[src/core/nvmwp_pkg.sv]
package nvmwp_pkg;

	// **********************************************************
	// register indices, as seen by the serial protocol engine
	// **********************************************************
	localparam int unsigned ADDR_W            = 8;
	localparam int unsigned DATA_W            = 8;
	localparam logic [7:0]  ADDR_PROTECT_LOW  = 8'h0c;
	localparam logic [7:0]  ADDR_PROTECT_HIGH = 8'h0d;
	localparam logic [7:0]  ADDR_LOCAL_IF_CFG = 8'h0e;
	localparam logic [7:0]  ADDR_SPARE_RSVD   = 8'h0f;

	// **********************************************************
	// field layout and reset values
	// **********************************************************
	localparam int unsigned PULLUP_SEL_BIT    = 5;
	localparam logic [7:0]  PROTECT_RESET     = 8'h00;
	localparam logic [7:0]  LOCAL_IF_RESET    = 8'h00;
	localparam logic [7:0]  SPARE_VALUE       = 8'h00;
	localparam logic [7:0]  PROTECT_WR_MASK   = 8'hff;
	localparam logic [7:0]  PROTECT_STICKY    = 8'hff;
	localparam logic [7:0]  LOCAL_IF_WR_MASK  = 8'h20;
	localparam logic [7:0]  LOCAL_IF_STICKY   = 8'h00;

	// **********************************************************
	// nvm geometry
	// **********************************************************
	localparam int unsigned NVM_BLOCKS        = 16;
	localparam int unsigned NVM_ADDR_W        = 10;
	localparam int unsigned BLOCK_SHIFT       = 6;
	localparam int unsigned BLOCK_IDX_W       = 4;

endpackage

[src/core/nvmwp_stage_reg.sv]
`timescale 1ns/100ps

// **********************************************************
// one configuration byte: staged on write, applied on stop
// **********************************************************
module nvmwp_stage_reg #(
	parameter int unsigned WIDTH     = 8,
	parameter logic [7:0]  RESET_VAL = 8'h00,
	parameter logic [7:0]  WR_MASK   = 8'hff,
	parameter logic [7:0]  STICKY    = 8'h00
) (
	input  wire logic             clk,
	input  wire logic             reset_n,
	input  wire logic             wr_stb,
	input  wire logic [WIDTH-1:0] wr_data,
	input  wire logic             commit,
	input  wire logic             unlock,
	output logic      [WIDTH-1:0] value_q
);

	logic [WIDTH-1:0] pend_ff;
	logic [WIDTH-1:0] nxt_pend;
	logic             pend_vld_ff;
	logic             nxt_pend_vld;
	logic [WIDTH-1:0] value_ff;
	logic [WIDTH-1:0] nxt_value;
	logic [WIDTH-1:0] eff_pend;
	logic             eff_vld;
	logic [WIDTH-1:0] merged;
	logic [WIDTH-1:0] wr_mask_w;
	logic [WIDTH-1:0] sticky_w;

	assign wr_mask_w = WR_MASK[WIDTH-1:0];
	assign sticky_w  = STICKY[WIDTH-1:0];

	// a write landing together with the stop is still applied by that stop
	assign eff_pend     = wr_stb ? wr_data : pend_ff;
	assign eff_vld      = wr_stb | pend_vld_ff;
	// sticky bits only accumulate ones unless unlocked
	assign merged       = unlock ? eff_pend : ((value_ff & sticky_w) | eff_pend);
	assign nxt_value    = (commit && eff_vld) ? (merged & wr_mask_w) : value_ff;
	assign nxt_pend     = eff_pend;
	assign nxt_pend_vld = commit ? 1'b0 : eff_vld;
	assign value_q      = value_ff;

	always_ff @(posedge clk)
	begin
		if (!reset_n)
		begin
			pend_ff     <= '0;
			pend_vld_ff <= 1'b0;
			value_ff    <= RESET_VAL[WIDTH-1:0];
		end
		else
		begin
			pend_ff     <= nxt_pend;
			pend_vld_ff <= nxt_pend_vld;
			value_ff    <= nxt_value;
		end
	end

endmodule

[src/core/nvmwp_top.sv]
// Functional notes
// - low register bits guard blocks zero to seven
// - high register bits guard blocks eight to fifteen
// - set protection bit clears only in tester mode
// - written settings take effect at bus stop
// - bit five selects external pull-up, default internal
// - host may change pull-up selection after power-up
// - other config bits reserved, read as zero
// - spare register fully reserved, reads zero
// - write to protected block flags error outside tester mode, clearable
`timescale 1ns/100ps

module nvmwp_top (
	input  wire logic                             CLK,
	input  wire logic                             RESET_N,
	input  wire logic                             REG_WR_STB,
	input  wire logic [nvmwp_pkg::ADDR_W-1:0]     REG_WR_ADDR,
	input  wire logic [nvmwp_pkg::DATA_W-1:0]     REG_WR_DATA,
	input  wire logic                             BUS_STOP,
	input  wire logic [nvmwp_pkg::ADDR_W-1:0]     REG_RD_ADDR,
	output logic      [nvmwp_pkg::DATA_W-1:0]     REG_RD_DATA,
	output logic                                  REG_RD_HIT,
	input  wire logic                             TESTER_MODE,
	input  wire logic                             NVM_WR_REQ,
	input  wire logic [nvmwp_pkg::NVM_ADDR_W-1:0] NVM_WR_ADDR,
	output logic                                  NVM_WR_BLOCKED,
	output logic                                  NVM_WR_GRANT,
	output logic                                  PROT_ERR,
	input  wire logic                             PROT_ERR_CLR,
	output logic      [nvmwp_pkg::NVM_BLOCKS-1:0] PROTECT_MAP,
	output logic                                  LOCAL_PULLUP_EXT
);

	// **********************************************************
	// offline tester mode strap synchroniser
	// **********************************************************
	logic tester_s1_ff;
	logic tester_s2_ff;
	logic tester_s3_ff;
	logic tester_ff;
	logic nxt_tester;

	// change accepted only once stages two and three agree
	assign nxt_tester = (tester_s2_ff == tester_s3_ff) ? tester_s3_ff : tester_ff;

	always_ff @(posedge CLK)
	begin
		if (!RESET_N)
		begin
			tester_s1_ff <= 1'b0;
			tester_s2_ff <= 1'b0;
			tester_s3_ff <= 1'b0;
			tester_ff    <= 1'b0;
		end
		else
		begin
			tester_s1_ff <= TESTER_MODE;
			tester_s2_ff <= tester_s1_ff;
			tester_s3_ff <= tester_s2_ff;
			tester_ff    <= nxt_tester;
		end
	end

	// **********************************************************
	// write decode and staged registers
	// **********************************************************
	localparam int unsigned NUM_REGS = 3;

	function automatic logic addr_is(input logic [7:0] a, input logic [7:0] ref_a);
		addr_is = (a == ref_a);
	endfunction

	logic [7:0]          reg_addr [NUM_REGS];
	logic [7:0]          reg_val  [NUM_REGS];
	logic [NUM_REGS-1:0] reg_wr;

	assign reg_addr[0] = nvmwp_pkg::ADDR_PROTECT_LOW;
	assign reg_addr[1] = nvmwp_pkg::ADDR_PROTECT_HIGH;
	assign reg_addr[2] = nvmwp_pkg::ADDR_LOCAL_IF_CFG;

	genvar gi;
	generate
		for (gi = 0; gi < NUM_REGS; gi++)
		begin : g_regs
			localparam logic [7:0] RST = (gi == 2) ? nvmwp_pkg::LOCAL_IF_RESET   : nvmwp_pkg::PROTECT_RESET;
			localparam logic [7:0] MSK = (gi == 2) ? nvmwp_pkg::LOCAL_IF_WR_MASK : nvmwp_pkg::PROTECT_WR_MASK;
			localparam logic [7:0] STK = (gi == 2) ? nvmwp_pkg::LOCAL_IF_STICKY  : nvmwp_pkg::PROTECT_STICKY;

			// spare register has no storage at all, so writes to it vanish
			assign reg_wr[gi] = REG_WR_STB && addr_is(REG_WR_ADDR, reg_addr[gi]);

			nvmwp_stage_reg #(
				.WIDTH     (8),
				.RESET_VAL (RST),
				.WR_MASK   (MSK),
				.STICKY    (STK)
			) u_stage (
				.clk     (CLK),
				.reset_n (RESET_N),
				.wr_stb  (reg_wr[gi]),
				.wr_data (REG_WR_DATA),
				.commit  (BUS_STOP),
				.unlock  (tester_ff),
				.value_q (reg_val[gi])
			);
		end
	endgenerate

	logic [nvmwp_pkg::NVM_BLOCKS-1:0] prot_map;
	logic [7:0]                       cfg_val;

	assign prot_map         = {reg_val[1], reg_val[0]};
	assign cfg_val          = reg_val[2];
	assign PROTECT_MAP      = prot_map;
	assign LOCAL_PULLUP_EXT = cfg_val[nvmwp_pkg::PULLUP_SEL_BIT];

	// **********************************************************
	// register read port, one cycle latency
	// **********************************************************
	logic [7:0] rd_data_ff;
	logic [7:0] nxt_rd_data;
	logic       rd_hit_ff;
	logic       nxt_rd_hit;
	logic       rd_low;
	logic       rd_high;
	logic       rd_cfg;
	logic       rd_spare;

	assign rd_low      = addr_is(REG_RD_ADDR, nvmwp_pkg::ADDR_PROTECT_LOW);
	assign rd_high     = addr_is(REG_RD_ADDR, nvmwp_pkg::ADDR_PROTECT_HIGH);
	assign rd_cfg      = addr_is(REG_RD_ADDR, nvmwp_pkg::ADDR_LOCAL_IF_CFG);
	assign rd_spare    = addr_is(REG_RD_ADDR, nvmwp_pkg::ADDR_SPARE_RSVD);
	assign nxt_rd_hit  = rd_low | rd_high | rd_cfg | rd_spare;
	assign nxt_rd_data = rd_low   ? reg_val[0] :
	                     rd_high  ? reg_val[1] :
	                     rd_cfg   ? (cfg_val & nvmwp_pkg::LOCAL_IF_WR_MASK) :
	                     rd_spare ? nvmwp_pkg::SPARE_VALUE : 8'h00;

	always_ff @(posedge CLK)
	begin
		if (!RESET_N)
		begin
			rd_data_ff <= 8'h00;
			rd_hit_ff  <= 1'b0;
		end
		else
		begin
			rd_data_ff <= nxt_rd_data;
			rd_hit_ff  <= nxt_rd_hit;
		end
	end

	assign REG_RD_DATA = rd_data_ff;
	assign REG_RD_HIT  = rd_hit_ff;

	// **********************************************************
	// nvm write guard and error flag
	// **********************************************************
	logic [nvmwp_pkg::BLOCK_IDX_W-1:0] wr_block;
	logic                              blocked;
	logic                              err_ff;
	logic                              nxt_err;

	assign wr_block       = NVM_WR_ADDR[nvmwp_pkg::NVM_ADDR_W-1:nvmwp_pkg::BLOCK_SHIFT];
	// offline tester overrides protection for the array as well
	assign blocked        = NVM_WR_REQ && prot_map[wr_block] && !tester_ff;
	assign NVM_WR_BLOCKED = blocked;
	assign NVM_WR_GRANT   = NVM_WR_REQ && !blocked;
	// a new violation in the clear cycle keeps the flag set
	assign nxt_err        = blocked | (err_ff & !PROT_ERR_CLR);

	always_ff @(posedge CLK)
	begin
		if (!RESET_N)
			err_ff <= 1'b0;
		else
			err_ff <= nxt_err;
	end

	assign PROT_ERR = err_ff;

	// **********************************************************
	// assertions
	// **********************************************************
	property p_prot_sticky;
		@(posedge CLK) disable iff (!RESET_N)
		!tester_ff |=> ((prot_map & $past(prot_map)) == $past(prot_map));
	endproperty
	a_prot_sticky: assert property (p_prot_sticky) else $error("protection bit cleared outside tester mode");

	property p_prot_on_stop;
		@(posedge CLK) disable iff (!RESET_N)
		(prot_map != $past(prot_map)) |-> $past(BUS_STOP);
	endproperty
	a_prot_on_stop: assert property (p_prot_on_stop) else $error("protection changed without stop");

	property p_cfg_on_stop;
		@(posedge CLK) disable iff (!RESET_N)
		$changed(LOCAL_PULLUP_EXT) |-> $past(BUS_STOP);
	endproperty
	a_cfg_on_stop: assert property (p_cfg_on_stop) else $error("pull-up select changed without stop");

	property p_set_applies;
		@(posedge CLK) disable iff (!RESET_N)
		(REG_WR_STB && REG_WR_ADDR == nvmwp_pkg::ADDR_PROTECT_LOW && BUS_STOP)
		|=> ((prot_map[7:0] & $past(REG_WR_DATA)) == $past(REG_WR_DATA));
	endproperty
	a_set_applies: assert property (p_set_applies) else $error("written one not applied at stop");

	property p_cfg_reserved;
		@(posedge CLK) disable iff (!RESET_N)
		(cfg_val & ~nvmwp_pkg::LOCAL_IF_WR_MASK) == 8'h00;
	endproperty
	a_cfg_reserved: assert property (p_cfg_reserved) else $error("reserved config bit set");

	property p_spare_zero;
		@(posedge CLK) disable iff (!RESET_N)
		(REG_RD_ADDR == nvmwp_pkg::ADDR_SPARE_RSVD) |=> (REG_RD_DATA == 8'h00) && REG_RD_HIT;
	endproperty
	a_spare_zero: assert property (p_spare_zero) else $error("spare register read not zero");

	property p_read_high;
		@(posedge CLK) disable iff (!RESET_N)
		(REG_RD_ADDR == nvmwp_pkg::ADDR_PROTECT_HIGH) |=> (REG_RD_DATA == $past(prot_map[15:8]));
	endproperty
	a_read_high: assert property (p_read_high) else $error("high protection read mismatch");

	property p_block_guard;
		@(posedge CLK) disable iff (!RESET_N)
		(NVM_WR_REQ && !tester_ff) |-> (NVM_WR_BLOCKED == prot_map[NVM_WR_ADDR[9:6]]) ##1 (PROT_ERR || !$past(blocked));
	endproperty
	a_block_guard: assert property (p_block_guard) else $error("protected block write not blocked and flagged");

	property p_err_hold;
		@(posedge CLK) disable iff (!RESET_N)
		(PROT_ERR && !PROT_ERR_CLR) |=> PROT_ERR;
	endproperty
	a_err_hold: assert property (p_err_hold) else $error("error flag dropped without clear");

	property p_read_low;
		@(posedge CLK) disable iff (!RESET_N)
		(REG_RD_ADDR == nvmwp_pkg::ADDR_PROTECT_LOW) |=> (REG_RD_DATA == $past(prot_map[7:0]));
	endproperty
	a_read_low: assert property (p_read_low) else $error("low protection read mismatch");

	property p_read_cfg;
		@(posedge CLK) disable iff (!RESET_N)
		(REG_RD_ADDR == nvmwp_pkg::ADDR_LOCAL_IF_CFG)
		|=> (REG_RD_DATA == (8'($past(LOCAL_PULLUP_EXT)) << nvmwp_pkg::PULLUP_SEL_BIT));
	endproperty
	a_read_cfg: assert property (p_read_cfg) else $error("config read mismatch");

	property p_cfg_hit;
		@(posedge CLK) disable iff (!RESET_N)
		(REG_RD_ADDR == nvmwp_pkg::ADDR_LOCAL_IF_CFG) |=> REG_RD_HIT;
	endproperty
	a_cfg_hit: assert property (p_cfg_hit) else $error("config read not hit");

	property p_read_miss;
		@(posedge CLK) disable iff (!RESET_N)
		(REG_RD_ADDR < nvmwp_pkg::ADDR_PROTECT_LOW || REG_RD_ADDR > nvmwp_pkg::ADDR_SPARE_RSVD)
		|=> (!REG_RD_HIT && REG_RD_DATA == 8'h00);
	endproperty
	a_read_miss: assert property (p_read_miss) else $error("unmapped read not empty");

	property p_err_set;
		@(posedge CLK) disable iff (!RESET_N)
		(NVM_WR_REQ && !tester_ff && prot_map[wr_block]) |=> PROT_ERR;
	endproperty
	a_err_set: assert property (p_err_set) else $error("blocked write left error low");

	property p_err_clear;
		@(posedge CLK) disable iff (!RESET_N)
		(PROT_ERR_CLR && !NVM_WR_BLOCKED) |=> !PROT_ERR;
	endproperty
	a_err_clear: assert property (p_err_clear) else $error("error flag not cleared");

	property p_err_quiet;
		@(posedge CLK) disable iff (!RESET_N)
		(!PROT_ERR && !NVM_WR_BLOCKED) |=> !PROT_ERR;
	endproperty
	a_err_quiet: assert property (p_err_quiet) else $error("error flag rose without block");

	property p_tester_open;
		@(posedge CLK) disable iff (!RESET_N)
		tester_ff |-> !NVM_WR_BLOCKED;
	endproperty
	a_tester_open: assert property (p_tester_open) else $error("write blocked in tester mode");

	property p_guard_idle;
		@(posedge CLK) disable iff (!RESET_N)
		!NVM_WR_REQ |-> (!NVM_WR_GRANT && !NVM_WR_BLOCKED);
	endproperty
	a_guard_idle: assert property (p_guard_idle) else $error("guard answer without request");

	property p_guard_excl;
		@(posedge CLK) disable iff (!RESET_N)
		NVM_WR_REQ |-> (NVM_WR_GRANT != NVM_WR_BLOCKED);
	endproperty
	a_guard_excl: assert property (p_guard_excl) else $error("grant and block not exclusive");

	property p_high_set_applies;
		@(posedge CLK) disable iff (!RESET_N)
		(REG_WR_STB && REG_WR_ADDR == nvmwp_pkg::ADDR_PROTECT_HIGH && BUS_STOP)
		|=> ((prot_map[15:8] & $past(REG_WR_DATA)) == $past(REG_WR_DATA));
	endproperty
	a_high_set_applies: assert property (p_high_set_applies) else $error("high one not applied");

endmodule

[config.mk]
export PLATFORM = sky130hd
export DESIGN_NAME = nvmwp_top
export DESIGN_NICKNAME = d
export VERILOG_FILES = /design/src/core/nvmwp_pkg.sv /design/src/core/nvmwp_stage_reg.sv /design/src/core/nvmwp_top.sv
export SDC_FILE = /design/constraint.sdc
export NUM_CORES = 1
export LEC_CHECK = 0
export BUFFER_PORTS_ARGS = -buffer_cell sky130_fd_sc_hd__buf_2
export CAP_MARGIN = 20
export CORE_MARGIN = 2
export CORE_UTILIZATION = 30
export DETAILED_ROUTE_END_ITERATION = 10
export GPL_ROUTABILITY_DRIVEN = 0
export SLEW_MARGIN = 40
export SYNTH_ARGS = -nofsm -noshare
export SYNTH_HDL_FRONTEND = slang
export SYNTH_HIERARCHICAL = 1
export SYNTH_SLANG_ARGS = --single-unit
export TNS_END_PERCENT = 100
[constraint.sdc]
create_clock -name CLK -period 3.6 [get_ports CLK]
set_input_delay 0.72 -clock CLK [delete_from_list [all_inputs] [get_ports CLK]]
set_output_delay 0.72 -clock CLK [all_outputs]
set_load 0.1 [all_outputs]
==> results of run 1 <==
registers in the layout, summed over array words and instances (netlist names):
register,cells
g_regs.u_stage/value_q,17
tester_s3_ff,1
tester_s2_ff,1
g_regs.u_stage/pend_vld_ff,3
REG_RD_HIT,1
tester_ff,1
tester_s1_ff,1
REG_RD_DATA,8
g_regs.u_stage/pend_ff,17
PROT_ERR,1
power breakdown:
group / internal [mW] / switching (mW)
sequential: 0.566 / 0.000784
combinational: 0.0252 / 0.0428
clock: 0.225 / 0.183
worst reg2reg max path, cell delays in order, from the launching register on:
cell and delay (ps):
dfxtp_1 360, mux4_2 480, o21ai_1 200, a21oi_2 80
o21a_1 180
per-layer routing:
layer / global-route usage (%) / part of all wire, % / vias up
li1: - / - / 827
met1: 15.9 / 47 / 735
met2: 19.6 / 44 / 53
met3: 4.23 / 7.1 / 5
met4: 4.33 / 1.6 / 0
met5: 0 / 0 / -
per-stage QoR:
stage	instances	hold WS (ps)	instance area, sq um
final	338	444	2510
after global routing	338	461	2510
after CTS	338	451	2510
after detailed placement	330	420	2390
after global placement	330	426	2390
after floorplan	195	412	2010
final cells by class:
| class | count | area [sq um] | share of cell area, % |
|---|---|---|---|
| Clock buffer | 6 | 82.6 | 3.29 |
| Clock inverter | 2 | 35.0 | 1.40 |
| Inverter | 4 | 15.0 | 0.599 |
| Multi-Input combinational cell | 133 | 928 | 37.0 |
| Timing Repair Buffer | 65 | 330 | 13.2 |
| Sequential cell | 51 | 1020 | 40.7 |
| Tap cell | 77 | 96.3 | 3.84 |
final timing paths:
| path | start | end | slack, ps | cells past startpoint |
|---|---|---|---|---|
| max | NVM_WR_ADDR[6] | NVM_WR_GRANT | 600 | 6 |
| min | tester_s1_ff$_SDFF_PN0_ | tester_s2_ff$_SDFF_PN0_ | 440 | 1 |
| max reg2reg | g_regs[0].u_stage/value_q[7]$_SDFFE_PN0P_ | PROT_ERR$_SDFF_PN0_ | 2190 | 4 |
| min reg2reg | tester_s1_ff$_SDFF_PN0_ | tester_s2_ff$_SDFF_PN0_ | 440 | 1 |
==> flow_summary.json, run 1 <==
{
  "cts_made_buffers": 5,
  "first_global_vias": 1453,
  "path_cells": "buf_2 -> mux4_2 -> o21ai_1 -> a21oi_1 -> nor2b_2 -> buf_2",
  "max_freq_ghz": 0.333,
  "cts-root-buf": "clkbuf_8",
  "post-route-min-period_ps": 3000,
  "cp_common_cell": "buf_2",
  "design.die.area_sq_um": 7350,
  "cp_slowest_cell": "mux4_2",
  "fin_ws_ps": 601,
  "fp.dieW_microns": 85.7,
  "arrival_ps": 2280,
  "antenna_found_initial": 0,
  "io_buffers": 63,
  "p_per_area_nw_per_um2": 415,
  "layout_commonest_cell": "buf_2",
  "fin_util_pct": 39.1,
  "setup_violations": 0,
  "cts_max_level": 2,
  "die_h_microns": 85.7,
  "netlist_instances": 195,
  "tightestPinTransition_ps": 688,
  "yosysWarnings": 6,
  "violations": "design-rule violations",
  "layout_common_cells": "buf_2, dfxtp_1, mux2i_1",
  "p_leak_nw": 1.01,
  "cp.required_ps": 2880,
  "worstSetupEndpointType": "output port",
  "final.setup.tns_ps": 0,
  "cp_num_buf_inv": 2,
  "finClkSkew_ps": 9.81,
  "core_sq_um": 6420,
  "start_util_pct": 31.2,
  "drive_gt1_share_pct": 31.8,
  "pre_cts_ws_ps": 603,
  "vias_per_cell": 4.79,
  "wl_per_cell_microns": 13.5,
  "synth_area_sq_um": 2000,
  "hold_violations": 0,
  "status": "finished with violations",
  "path_max_fanout": 6,
  "cts.hold.buffers_added": 0,
  "area_growth_pct": 25.2,
  "cts_setup_buffers": 0,
  "syn-num-nets": 236,
  "tritoncts": "done",
  "rsz0062_at_grt": "no",
  "nNetsFinal": 301,
  "max_slew_margin_pct": 53.9,
  "fillers": 646,
  "drt_iter0_markers": 94,
  "hold_path.class": "flop to flop",
  "maxSlewViolCount": 0,
  "diodes": 0,
  "clock-sinks": 51,
  "period_share_pct": 83.3,
  "dp_hpwl_mm": 3.42,
  "grt_pass1_wl_mm": 7.18,
  "wirelength_mm": 4.56,
  "io_pins": 70,
  "worst_setup_hold_path_clk_slew_ps": 80,
  "slowest_delay_ps": 530,
  "worstSkewPairLatency_ps": 310,
  "remaining_drc_errors": 7,
  "crit_family": "buffers and inverters",
  "grt-ovfl-total": 0,
  "cts_buffer_depth": 2,
  "dr.pass1.iters": 9,
  "grt_max_degree": 45,
  "syn-mean-instance-area_sq_um": 10.3,
  "critPathLaunchType": "input pin",
  "grt.total_usage_pct": 12.4,
  "peakVddDrop_mv": 0.171,
  "cap_violations": 0,
  "cts_resized": 0,
  "ant_nets": 0,
  "rows": 29,
  "num_vias": 1620,
  "critPathKind": "input pin to output port",
  "total_power_mw": 1.04
}
Note: power is estimated with default switching activity, not from simulation.
==> run 2: changes to the inputs <==
Clock period 3.6 ns to 3 ns, I/O delays scaled along.
==> flow_summary.json, run 2 (synthesis results as in run 1) <==
{
  "violations": "design-rule violations",
  "final.setup.tns_ps": 0,
  "max_slew_margin_pct": 53.9,
  "cp.required_ps": 2400,
  "ff2ff_setup_slack_ps": 1590,
  "start_util_pct": 31.2,
  "swShare_pct": 22.8,
  "path_cells": "buf_2 -> mux4_2 -> o21ai_1 -> a21oi_1 -> nor2b_2 -> buf_12",
  "hold_violations": 0,
  "cts_resized": 0,
  "peakVddDrop_mv": 0.157,
  "maxSlewViolCount": 0,
  "grt_max_degree": 28,
  "clock-sinks": 51,
  "hold_path.class": "flop to flop",
  "total_power_mw": 1.25,
  "crit_family": "multiplexers",
  "cts_setup_buffers": 0,
  "critPathKind": "input pin to output port",
  "rsz0062_at_grt": "no",
  "finClkSkew_ps": 5.06,
  "hold_path_depth": 1,
  "post-route-min-period_ps": 2590,
  "wl_per_cell_microns": 14.0,
  "cts.hold.buffers_added": 0,
  "path_max_fanout": 6,
  "cts_made_buffers": 5,
  "status": "finished with violations",
  "design.die.area_sq_um": 7350,
  "area_growth_pct": 26.0,
  "p_int_mw": 0.962,
  "max_freq_ghz": 0.386,
  "timing.hold.worst_endpoint": "tester_s2_ff$_SDFF_PN0_",
  "rr_endpoint": "PROT_ERR$_SDFF_PN0_",
  "period_share_pct": 86.4,
  "remaining_drc_errors": 7,
  "io_buffers": 63,
  "p_per_area_nw_per_um2": 494,
  "p_leak_nw": 1.01,
  "ant_nets": 0,
  "r2r-start": "g_regs[0].u_stage/value_q[7]$_SDFFE_PN0P_",
  "worstSetupEndpointType": "output port",
  "worst_setup_hold_path_clk_slew_ps": 90,
  "placedCellCount": 331,
  "drive_gt1_share_pct": 32.1,
  "cap_violations": 0,
  "r2r_cells": 4,
  "diodes": 0,
  "tightestPinTransition_ps": 688,
  "cp_num_buf_inv": 2,
  "num_vias": 1662,
  "clockPowerShare_pct": 38.5,
  "fp.dieW_microns": 85.7,
  "die_h_microns": 85.7,
  "dr.pass1.iters": 8,
  "io_pins": 70,
  "first_global_vias": 1596,
  "p_seq_share_pct": 54.5,
  "grt-ovfl-total": 0,
  "cts-root-buf": "clkbuf_8",
  "postLayoutCellArea_sq_um": 2530,
  "stdcell_count": 339,
  "vias_per_cell": 4.90,
  "layout_common_cells": "buf_2, dfxtp_1, mux2i_1",
  "setup_violations": 0,
  "core_sq_um": 6420,
  "switching_power_mw": 0.285,
  "nNetsFinal": 302,
  "wirelength_mm": 4.76,
  "grt.total_usage_pct": 13.6,
  "dp_hpwl_mm": 3.57,
  "worstSkewPairLatency_ps": 310,
  "cts_max_level": 2,
  "antenna_found_initial": 0,
  "slowest_delay_ps": 520,
  "drt_iter0_markers": 91,
  "min_from": "tester_s1_ff$_SDFF_PN0_",
  "rows": 29,
  "cts_buffer_depth": 2,
  "p_comb_share_pct": 7.0,
  "layout_commonest_cell": "buf_2",
  "tritoncts": "done",
  "cp_slowest_cell": "mux4_2",
  "dpl_cell_area_sq_um": 2410,
  "arrival_ps": 1990,
  "fin_util_pct": 39.3,
  "critPathLaunchType": "input pin",
  "grt_pass1_wl_mm": 7.80
}
run 2: stage by stage:
stage | worst slack (ps) | hold WS [ps]
finish | 408 | 443
global placement | 428 | 431
global route | 325 | 472
floorplan | -86.4 | 412
CTS | 402 | 445
detailed placement | 400 | 420
run 2: worst max-delay path by stage:
| stage | start | cells after the start | slack [ps] | end |
|---|---|---|---|---|
| CTS | NVM_WR_ADDR[6] | 6 | 400 | NVM_WR_GRANT |
| detailed placement | NVM_WR_ADDR[6] | 6 | 400 | NVM_WR_GRANT |
| finish | NVM_WR_ADDR[6] | 6 | 410 | NVM_WR_GRANT |
| global placement | NVM_WR_ADDR[6] | 6 | 430 | NVM_WR_GRANT |
| floorplan | g_regs[0].u_stage/value_q[5]$_SDFFE_PN0P_ | 4 | -90 | NVM_WR_BLOCKED |
| global route | NVM_WR_ADDR[6] | 6 | 320 | NVM_WR_BLOCKED |
run 2: cell type report:
cell class | count | area, sq um
Clock inverter | 3 | 43.8
Timing Repair Buffer | 66 | 353
Tap cell | 77 | 96.3
Multi-Input combinational cell | 133 | 928
Sequential cell | 51 | 1020
Inverter | 4 | 15.0
Clock buffer | 5 | 68.8
Fill cell | 643 | 3900
run 2: power groups by stage:
stage / registers (mW) / logic, mW / clock network, mW
6_report: 0.680 / 0.0870 / 0.480
5_1_grt: 0.681 / 0.0933 / 0.518
4_1_cts: 0.680 / 0.0873 / 0.486
3_5_place_dp: 0.696 / 0.0872 / 0
3_3_place_gp: 0.696 / 0.0857 / 0
2_1_floorplan: 0.701 / 0.0426 / 0
run 2: layer usage:
layer  track usage [%]  up-vias  share of wire (%)
met1              16.9      777                 44
met4              6.06        0                1.6
met3              3.37        6                6.5
met5                 0        -                  0
li1                  -      832                  -
met2              22.2       47                 47
